## src/common/aimrc_cfg.svh

```systemverilog
`ifndef AIMRC_CFG_SVH
`define AIMRC_CFG_SVH

// register byte offsets
`define AIMRC_OFF_CFG 8'h00
`define AIMRC_OFF_CTRL 8'h04
`define AIMRC_OFF_STATUS 8'h08
`define AIMRC_OFF_RESULT0 8'h10
`define AIMRC_OFF_RESULT3 8'h1c
`define AIMRC_OFF_ISENSE0 8'h20
`define AIMRC_OFF_ISENSE3 8'h2c

// configuration fields
`define AIMRC_CFG_RANGE_LSB 0
`define AIMRC_CFG_DIFF_BIT 2
`define AIMRC_CFG_PSEUDO_BIT 3
`define AIMRC_CFG_ALLOC_LSB 4
`define AIMRC_CFG_ROUTE_LSB 8

// control fields
`define AIMRC_CTRL_START_BIT 0
`define AIMRC_CTRL_CHAN_LSB 1
`define AIMRC_CTRL_CLR_BIT 3

// status fields
`define AIMRC_ST_BUSY_BIT 0
`define AIMRC_ST_DONE_BIT 1
`define AIMRC_ST_RANGE_LSB 2
`define AIMRC_ST_DIFF_BIT 4
`define AIMRC_ST_STEP_LSB 8

// reset values and codes
`define AIMRC_RANGE_RST 2'b00
`define AIMRC_RANGE_X4 2'b00
`define AIMRC_RANGE_X1 2'b11
`define AIMRC_MULT_X4 4'h4
`define AIMRC_MULT_X2 4'h2
`define AIMRC_MULT_X1 4'h1
`define AIMRC_MIDSCALE 12'h800
`define AIMRC_CODE_MIN 12'h000

`endif

```

## src/common/aimrc_pkg.sv

```systemverilog
`default_nettype none

package aimrc_pkg;

    typedef enum logic [2:0] {
        AIMRC_IDLE = 3'b001,
        AIMRC_LAUNCH = 3'b010,
        AIMRC_WAIT = 3'b100
    } aimrc_fsm_t;

    typedef struct packed {
        logic [3:0] route;
        logic [1:0] alloc;
        logic pseudo;
        logic diff;
        logic [1:0] range;
    } aimrc_cfg_t;

    // request handed to the analog converter core
    typedef struct packed {
        logic start;
        logic [1:0] pos_sel;
        logic [1:0] neg_sel;
        logic neg_gnd;
        logic [1:0] range;
        logic [3:0] step_units;
    } aimrc_fe_req_t;

    typedef struct packed {
        aimrc_fsm_t fsm;
        aimrc_cfg_t cfg;
        logic [1:0] act_range;
        logic act_diff;
        logic [1:0] act_slot;
        logic done;
        logic [3:0][11:0] result;
        logic [3:0][11:0] isense;
        logic [3:0] loop_valid;
        logic [3:0][11:0] loop_code;
        aimrc_fe_req_t fe;
        logic pready;
        logic pslverr;
        logic [31:0] prdata;
    } aimrc_state_t;

endpackage

`default_nettype wire

```

## src/design/aimrc_top.sv

```systemverilog
// The APB interface to the registers and the register offsets were decided locally.
`include "aimrc_cfg.svh"

`default_nettype none

module aimrc_top (
    input wire logic pclk,
    input wire logic presetn,
    input wire logic psel,
    input wire logic penable,
    input wire logic pwrite,
    input wire logic [7:0] paddr,
    input wire logic [31:0] pwdata,
    output logic [31:0] prdata,
    output logic pready,
    output logic pslverr,
    output aimrc_pkg::aimrc_fe_req_t fe_req,
    input wire logic fe_done,
    input wire logic [11:0] fe_code,
    input wire logic [3:0] is_valid,
    input wire logic [3:0][11:0] is_code,
    output logic [3:0] loop_valid,
    output logic [3:0][11:0] loop_code
);
    import aimrc_pkg::*;

    aimrc_state_t s_q;
    aimrc_state_t s_d;

    logic acc;
    logic wr_now;
    logic start_req;
    logic clr_req;
    logic [1:0] req_chan;
    logic [1:0] pair;
    logic [3:0] mult;
    logic [31:0] rd_word;
    logic rd_err;

    // range code to full-scale multiple of the reference
    function automatic logic [3:0] range_mult(input logic [1:0] rng);
        logic [3:0] m;
        m = `AIMRC_MULT_X2;
        if (rng == `AIMRC_RANGE_X4)
        begin
            m = `AIMRC_MULT_X4;
        end
        else if (rng == `AIMRC_RANGE_X1)
        begin
            m = `AIMRC_MULT_X1;
        end
        return m;
    endfunction

    // read mux; answers one cycle ahead of pready
    always_comb
    begin
        rd_word = 32'h0000_0000;
        rd_err = 1'b0;
        if (paddr == `AIMRC_OFF_CFG)
        begin
            rd_word[`AIMRC_CFG_RANGE_LSB +: 2] = s_q.cfg.range;
            rd_word[`AIMRC_CFG_DIFF_BIT] = s_q.cfg.diff;
            rd_word[`AIMRC_CFG_PSEUDO_BIT] = s_q.cfg.pseudo;
            rd_word[`AIMRC_CFG_ALLOC_LSB +: 2] = s_q.cfg.alloc;
            rd_word[`AIMRC_CFG_ROUTE_LSB +: 4] = s_q.cfg.route;
        end
        else if (paddr == `AIMRC_OFF_CTRL)
        begin
            // control bits are self-clearing and read as zero
            rd_word = 32'h0000_0000;
        end
        else if (paddr == `AIMRC_OFF_STATUS)
        begin
            rd_word[`AIMRC_ST_BUSY_BIT] = (s_q.fsm != AIMRC_IDLE);
            rd_word[`AIMRC_ST_DONE_BIT] = s_q.done;
            rd_word[`AIMRC_ST_RANGE_LSB +: 2] = s_q.act_range;
            rd_word[`AIMRC_ST_DIFF_BIT] = s_q.act_diff;
            rd_word[`AIMRC_ST_STEP_LSB +: 4] = s_q.fe.step_units;
        end
        else if (paddr >= `AIMRC_OFF_RESULT0 && paddr <= `AIMRC_OFF_RESULT3
            && paddr[1:0] == 2'b00)
        begin
            rd_word[11:0] = s_q.result[paddr[3:2]];
        end
        else if (paddr >= `AIMRC_OFF_ISENSE0 && paddr <= `AIMRC_OFF_ISENSE3
            && paddr[1:0] == 2'b00)
        begin
            rd_word[11:0] = s_q.isense[paddr[3:2]];
        end
        else
        begin
            rd_err = 1'b1;
        end
    end

    always_comb
    begin
        acc = psel && penable;
        // a write lands only on the edge where the master sees pready
        wr_now = acc && s_q.pready && pwrite && !s_q.pslverr;
        start_req = wr_now && paddr == `AIMRC_OFF_CTRL && pwdata[`AIMRC_CTRL_START_BIT];
        clr_req = wr_now && paddr == `AIMRC_OFF_CTRL && pwdata[`AIMRC_CTRL_CLR_BIT];
        req_chan = pwdata[`AIMRC_CTRL_CHAN_LSB +: 2];
        pair = {1'b0, req_chan[0]};
        mult = range_mult(s_q.cfg.range);
    end

    always_comb
    begin
        s_d = s_q;
        s_d.fe.start = 1'b0;
        s_d.loop_valid = 4'h0;
        s_d.pready = 1'b0;

        // one wait state per access
        if (acc && !s_q.pready)
        begin
            s_d.pready = 1'b1;
            s_d.prdata = pwrite ? 32'h0000_0000 : rd_word;
            s_d.pslverr = rd_err;
        end

        if (wr_now && paddr == `AIMRC_OFF_CFG)
        begin
            // the live copy only; a running conversion keeps its latched setup
            s_d.cfg.range = pwdata[`AIMRC_CFG_RANGE_LSB +: 2];
            s_d.cfg.diff = pwdata[`AIMRC_CFG_DIFF_BIT];
            s_d.cfg.pseudo = pwdata[`AIMRC_CFG_PSEUDO_BIT];
            s_d.cfg.alloc = pwdata[`AIMRC_CFG_ALLOC_LSB +: 2];
            s_d.cfg.route = pwdata[`AIMRC_CFG_ROUTE_LSB +: 4];
        end

        // clear first so that a completion in the same cycle wins
        if (clr_req)
        begin
            s_d.done = 1'b0;
        end

        unique case (s_q.fsm)
            AIMRC_IDLE:
            begin
                // a start while busy is dropped; software polls busy first
                if (start_req)
                begin
                    s_d.act_range = s_q.cfg.range;
                    s_d.act_diff = s_q.cfg.diff;
                    s_d.fe.range = s_q.cfg.range;
                    s_d.fe.start = 1'b1;
                    s_d.fsm = AIMRC_LAUNCH;
                    if (s_q.cfg.diff)
                    begin
                        s_d.act_slot = pair;
                        s_d.fe.neg_gnd = 1'b0;
                        s_d.fe.step_units = 4'(mult << 1);
                        if (s_q.cfg.pseudo)
                        begin
                            // either pin of the pair may carry the signal
                            s_d.fe.pos_sel = {req_chan[0], s_q.cfg.alloc[req_chan[0]]};
                            s_d.fe.neg_sel = {req_chan[0], !s_q.cfg.alloc[req_chan[0]]};
                        end
                        else
                        begin
                            // pair 0: 0 positive, 1 negative; pair 1: 3 positive, 2 negative
                            s_d.fe.pos_sel = {req_chan[0], req_chan[0]};
                            s_d.fe.neg_sel = {req_chan[0], !req_chan[0]};
                        end
                    end
                    else
                    begin
                        s_d.act_slot = req_chan;
                        s_d.fe.pos_sel = req_chan;
                        s_d.fe.neg_sel = 2'b00;
                        s_d.fe.neg_gnd = 1'b1;
                        s_d.fe.step_units = mult;
                    end
                end
            end
            AIMRC_LAUNCH:
            begin
                s_d.fsm = AIMRC_WAIT;
            end
            AIMRC_WAIT:
            begin
                if (fe_done)
                begin
                    // core code is offset binary; flipping the top bit gives twos complement
                    if (s_q.act_diff)
                    begin
                        s_d.result[s_q.act_slot] = fe_code ^ `AIMRC_MIDSCALE;
                    end
                    else
                    begin
                        s_d.result[s_q.act_slot] = fe_code;
                    end
                    s_d.done = 1'b1;
                    s_d.fsm = AIMRC_IDLE;
                end
            end
            default:
            begin
                s_d.fsm = AIMRC_IDLE;
            end
        endcase

        for (int i = 0; i < 4; i++)
        begin
            if (is_valid[i])
            begin
                if (s_q.cfg.route[i])
                begin
                    s_d.loop_valid[i] = 1'b1;
                    s_d.loop_code[i] = is_code[i];
                end
                else
                begin
                    s_d.isense[i] = is_code[i];
                end
            end
        end
    end

    always_ff @(posedge pclk or negedge presetn)
    begin
        if (!presetn)
        begin
            s_q <= '0;
            s_q.fsm <= AIMRC_IDLE;
            s_q.cfg.range <= `AIMRC_RANGE_RST;
            s_q.act_range <= `AIMRC_RANGE_RST;
            s_q.fe.range <= `AIMRC_RANGE_RST;
            s_q.fe.step_units <= `AIMRC_MULT_X4;
            s_q.fe.neg_gnd <= 1'b1;
        end
        else
        begin
            s_q <= s_d;
        end
    end

    assign prdata = s_q.prdata;
    assign pready = s_q.pready;
    assign pslverr = s_q.pslverr;
    assign fe_req = s_q.fe;
    assign loop_valid = s_q.loop_valid;
    assign loop_code = s_q.loop_code;

endmodule

`default_nettype wire

```

## config.mk

```make
export PLATFORM = sky130hd
export DESIGN_NAME = aimrc_top
export DESIGN_NICKNAME = d
export VERILOG_FILES = /design/src/common/aimrc_pkg.sv /design/src/design/aimrc_top.sv
export VERILOG_INCLUDE_DIRS = /design/src /design/src/common
export SDC_FILE = /design/constraint.sdc
export NUM_CORES = 1
export LEC_CHECK = 0
export BUFFER_PORTS_ARGS = -buffer_cell sky130_fd_sc_hd__buf_4
export CELL_PAD_IN_SITES_DETAIL_PLACEMENT = 1
export CELL_PAD_IN_SITES_GLOBAL_PLACEMENT = 2
export CORE_ASPECT_RATIO = 2
export CORE_MARGIN = 3
export CORE_UTILIZATION = 36
export CTS_CLUSTER_DIAMETER = 200
export DETAILED_ROUTE_END_ITERATION = 16
export GPL_TIMING_DRIVEN = 0
export PLACE_DENSITY = 0.78
export SYNTH_ARGS = -nofsm -noshare
export SYNTH_HDL_FRONTEND = slang
export SYNTH_SLANG_ARGS = --single-unit
```

## constraint.sdc

```tcl
create_clock -name pclk -period 2.9 [get_ports pclk]
set_input_delay 0.725 -clock pclk [delete_from_list [all_inputs] [get_ports pclk]]
set_output_delay 0.725 -clock pclk [all_outputs]
set_load 0.1 [all_outputs]
```

=== Yosys cells after proc, flatten, opt, wreduce, memory -nomap -nowiden ===
Index checks and enable logic that the tools add are counted.

* Bits in registers: 211
* Bits in latches: 0
* Bits in writable memories: 0
* Memory bits (read-only): 0
* Logic and storage cells: 134
* Memories kept: 0

* Add/sub/neg operators: 0
* $mul: 0
* Divide/modulo/power cells: 0
* Order comparisons: 8
* Equal/unequal tests: 9
* Shifts and indexed selects: 0
* Muxes and demuxes: 49
* Bitwise gates (word level): 5
* Reduce and logical (&&, ||, !) cells: 32

{| class="wikitable"
|+ Operators with widths
! operator !! number
|-
| 12-bit 2-to-1 mux || 9
|-
| 49-bit 2-to-1 mux || 2
|-
| 48-bit bitwise mux || 2
|-
| 12-bit binary-select mux with 2-bit select || 2
|-
| 48-bit 2-to-1 mux || 1
|-
| 34-bit 2-to-1 mux || 1
|-
| 12-bit demux with 2-bit select || 1
|-
| 2-bit AND reduction || 11
|-
| 1-bit 2-to-1 mux || 16
|-
| 3-bit 2-to-1 mux || 5
|-
| 1-bit logical AND || 14
|-
| 4-bit 2-to-1 mux || 3
|-
| 5-bit 2-to-1 mux || 2
|-
| 3-bit case mux with 3 select lines || 1
|-
| 8-bit by 3-bit equality test with 1-bit output, second input constant || 1
|-
| 8-bit by 4-bit equality test with 1-bit output, second input constant || 1
|-
| 8-bit by 5-bit greater-or-equal comparator with 1-bit output, second input constant || 1
|-
| 8-bit by 6-bit greater-or-equal comparator with 1-bit output, second input constant || 1
|-
| 8-bit by 5-bit less-or-equal comparator with 1-bit output, second input constant || 1
|-
| 8-bit by 6-bit less-or-equal comparator with 1-bit output, second input constant || 1
|-
| 8-bit zero test || 1
|-
| 2-bit by 3-bit less-than comparator with 1-bit output, second input constant || 2
|-
| 2-bit 2-to-1 mux || 3
|-
| 6-bit 2-to-1 mux || 1
|-
| other kinds (11) || 20
|}

=== Logic depth before layout (Yosys ltp) ===
* Word-level depth: 10
* Gate-level depth with buffers: 7

=== Worst setup path after synthesis ===
Ideal clock, no wire load.

* Path kind: input to register
* Start: input port paddr[1]
* End: register s_q, in the netlist fe_req[10]
* Data arrival time: 2.413 ns
* Setup slack: 0.362 ns
* Cell stages on the path: 6
* Cells stage by stage: nor4_4 nand3b_4 or4_4 buf_6 buf_12 mux2_4

* Longest elaborated chain between the ends: 4

{| class="wikitable"
|+ Ends and longest elaborated chain
! what !! line !! RTL
|-
| from (decl) || aimrc_top.sv:12 || <nowiki>input wire logic [7:0] paddr,</nowiki>
|-
| 8-bit by 3-bit equality test with 1-bit output (no source line) || - ||
|-
| 1-bit logical AND (no source line) || - ||
|-
| 1-bit logical AND || aimrc_top.sv:102 || <nowiki>start_req = wr_now && paddr == `AIMRC_OFF_CTRL && pwdata[`AIMRC_CTRL_START_BIT];</nowiki>
|-
| 2-bit AND reduction (no source line) || - ||
|-
| to (decl) || aimrc_top.sv:27 || <nowiki>aimrc_state_t s_q;</nowiki>
|}

No other way between the ends.
A chain may end at the register's enable or synchronous reset.

=== Worst setup path after layout ===
* Start: register s_q[211] in the netlist's numbering
* End: register s_q[147] in the netlist's numbering

* Longest elaborated chain between the ends: 2

{| class="wikitable"
|+ Ends and longest elaborated chain
! what !! line !! RTL
|-
| 3-bit equality test || aimrc_top.sv:140 || <nowiki>unique case (s_q.fsm)</nowiki>
|-
| 2-bit AND reduction (no source line) || - ||
|}

No other way between the ends.

==> metrics.md <==
| Metric | Value |
|---|---|
| Clk pwr share | `40.2%` |
| P_leak | `5.91 nW` |
| Die W | `118 um` |
| Max VDD drop | `0.246 mV` |
| Area grow syn2layout | `25.7%` |
| Initial DRC count | `204` |
| Fin nets | `1,012` |
| Wire length on met3 | `1.13 mm` |
| Commonest non-fill, non-tap cell in the layout | `buf_4` |
| Crit path DAT | `3080 ps` |
| Post-synthesis cell type count | `54` |
| Post-CTS setup buffer count | `0` |
| Core Area | `24,600 sq um` |
| Residual DRC count | `0` |
| Drt wl/cell | `19.8 um` |
| Number of global-route vias before repair | `6,434` |
| CP Max Fanout | `10` |
| CP peak stage delay | `820 ps` |
| Worst path required time | `3230 ps` |
| Routed vias/inst | `4.82` |
| Worst-skew pair later-pin latency | `450 ps` |
| Commonest register cell after synthesis | `dfrtp_1` |
| Cell-by-cell trace of the critical path | `nor4bb_1 -> nor3b_1 -> buf_2 -> mux2_2` |
| Critical Path End Type | `register` |
| Clock sinks | `191` |
| Initial antenna violation count | `0` |
| Max frequency | `364 MHz` |
| Overall routed net length | `24.6 mm` |
| # resized after CTS | `0` |
| Largest net degree at the start of global routing | `102` |
| Hold buffers post-CTS | `0` |
| Final-report max-slew violation count | `0` |
| CTS Root Cell | `clkbuf_16` |
| CTS H-Tree Depth | `4` |
| Reg power frac | `47.5%` |
| Total CTS buffers | `17` |
| Post-Syn Area | `9080 sq um` |
| Async set-reset flop share out of synthesis | `100%` |
| Status | `complete, no violations` |
| Die area | `27,300 sq um` |
| Critical-path top delay cell | `nor3b_1` |
| Synth Area per Inst | `13.0 sq um` |
| Layout cells sized above 1 | `52.8%` |
| Pwr dens | `515 nW/um^2` |
| GP Congestion | `0.798` |
| Met2 WL | `14.1 mm` |
| Commonest non-fill, non-tap cells in the layout | `buf_4, dfrtp_1, mux2_2` |
| Vias | `5,995` |
| Post-DP HPWL | `19.3 mm` |
| Setup Viol. Count Final | `0` |
| DR top layer | `met4` |
| Tightest Pin Transition | `961 ps` |
| Post-synth EDFFs | `0` |
| RSZ-0062 raised after global routing | `false` |
| CTS Buffer Depth | `2` |
| Number of nets with antenna violations after routing | `0` |
| Fin crit period | `2740 ps` |
| GRT Overall Usage | `18.3%` |
| Gr ovfl total | `0` |
| Final WS setup | `155 ps` |
| Placed Cells | `1,213` |
| Rel. slew slack | `35.4%` |
| Warnings from Yosys | `0` |
| Worst hold path type | `input port to asynchronous set/reset pin` |
| Period utilization | `94.7%` |
| Seq/Total Area, Yosys | `52.7%` |
| Final hold vios | `0` |
| CP Class | `register to register` |
| M1 wire length | `8.53 mm` |
| Die H | `231 um` |
| Internal power | `4.32 mW` |
| FF-to-FF path depth | `4` |
| Combinational power share | `12.4%` |
| CTS tree | `done` |
| P_sw | `1.57 mW` |
| Diode count | `0` |
| Clock Skew | `7.16 ps` |
| Site row count | `81` |
| DP Worst Slack | `-272 ps` |
| CP Launch Type | `register` |
| Mapped Cells | `698` |
| Flops & latches, synth | `191` |
| Drt first pass iters | `4` |
| Clock Pin Slew Worst Setup and Hold Paths | `70 ps` |
| Maxcap violations | `0` |
| Port Buf Inserts | `163` |
| First-pass GRT wire length | `37.3 mm` |
| Fill count | `2,653` |
| Num ports | `208` |
| Initial Utilization | `36.9%` |
| Switching part of the total power | `26.6%` |
| Fin cells | `1,245` |
-- flip-flops by register name, indices dropped and copies added, names as in the netlist, named ones only --
register,count
s_q,109
fe_req,12
pready,1
loop_valid,4
loop_code,48
prdata,12
pslverr,1
-- cell type report --
class                           count  area [sq um]  area share, %
Buffer                            129           887           7.77
Clock buffer                       19           453           3.97
Clock inverter                     13           135           1.18
Inverter                           22          82.6          0.724
Multi-Input combinational cell    375          3400           29.8
Sequential cell                   191          4780           41.9
Tap cell                          332           415           3.64
Timing Repair Buffer              164          1260           11.0
-- cell usage after synthesis (8+ instances only) --
cell type  count  area share (%)
buf_4         96             7.9
nor2b_1       10            0.69
mux4_2         9             2.2
inv_1         22            0.91
a221oi_1       9            0.87
nor2_1        13            0.54
clkbuf_1      19            0.79
dfrtp_1      188              52
o21ai_0       24             1.3
a221o_1       10             1.1
mux2_2       152              19
mux2i_1       26             2.9
nand3_1        8            0.44
nand2_1       25             1.0
-- logic make-up after synthesis --
family / after synthesis / share of synthesized area, %
multiplexers: 192 / 24.8
flip-flops: 191 / 52.7
buffers and inverters: 151 / 10.7
AND/OR/NAND/NOR: 92 / 5.98
AO/OA/AOI/OAI: 68 / 5.47
adder cells (fa/ha/maj): 2 / 0.276
other: 1 / 0.0413
XOR/XNOR: 1 / 0.0965
-- layer usage --
metal	up-vias	track usage, %
li1	2758	-
met1	3027	18.3
met2	167	35.5
met3	43	4.61
met4	0	7.30
met5	-	0
-- power groups by stage --
stage          Combinational [mW]  Clock (mW)  Sequential, mW
6_report                    0.727        2.36            2.79
5_1_grt                     0.775        2.54            2.80
3_5_place_dp                0.738           0            2.84
3_3_place_gp                0.724           0            2.84
4_1_cts                     0.739        2.43            2.79
2_1_floorplan               0.439           0            2.84
-- per-stage QoR --
step                TNS (ps)  power [mW]  utilization (%)  area, sq um  hold WS (ps)
finish                     0        5.88             46.3        11400           296
global route               0        6.11             46.3        11400           342
CTS                        0        5.96             46.3        11400           339
detailed placement     -5380        3.58             44.0        10800           462
global placement      -38640        3.56             43.8        10800           459
floorplan                  0        3.28                -         9150           429
-- path summary, 6_finish.rpt --
check	to	from	slack [ps]
setup / recovery	s_q[147]	s_q[211]	160
hold / removal	loop_code[29]	presetn	300
setup reg to reg	s_q[147]	s_q[211]	160
hold reg to reg	fe_req[6]	fe_req[6]	470
max in group asynchronous	s_q[210]	presetn	1640
min in group pclk	fe_req[6]	fe_req[6]	470
-- critical path: cells and delay by family, from the launching register on --
kind	cells	cell delay (ps)
flops	1	420
mux	1	380
buf+inv	1	420
simple gates	2	1410
Note: power is estimated with default switching activity, not from simulation.
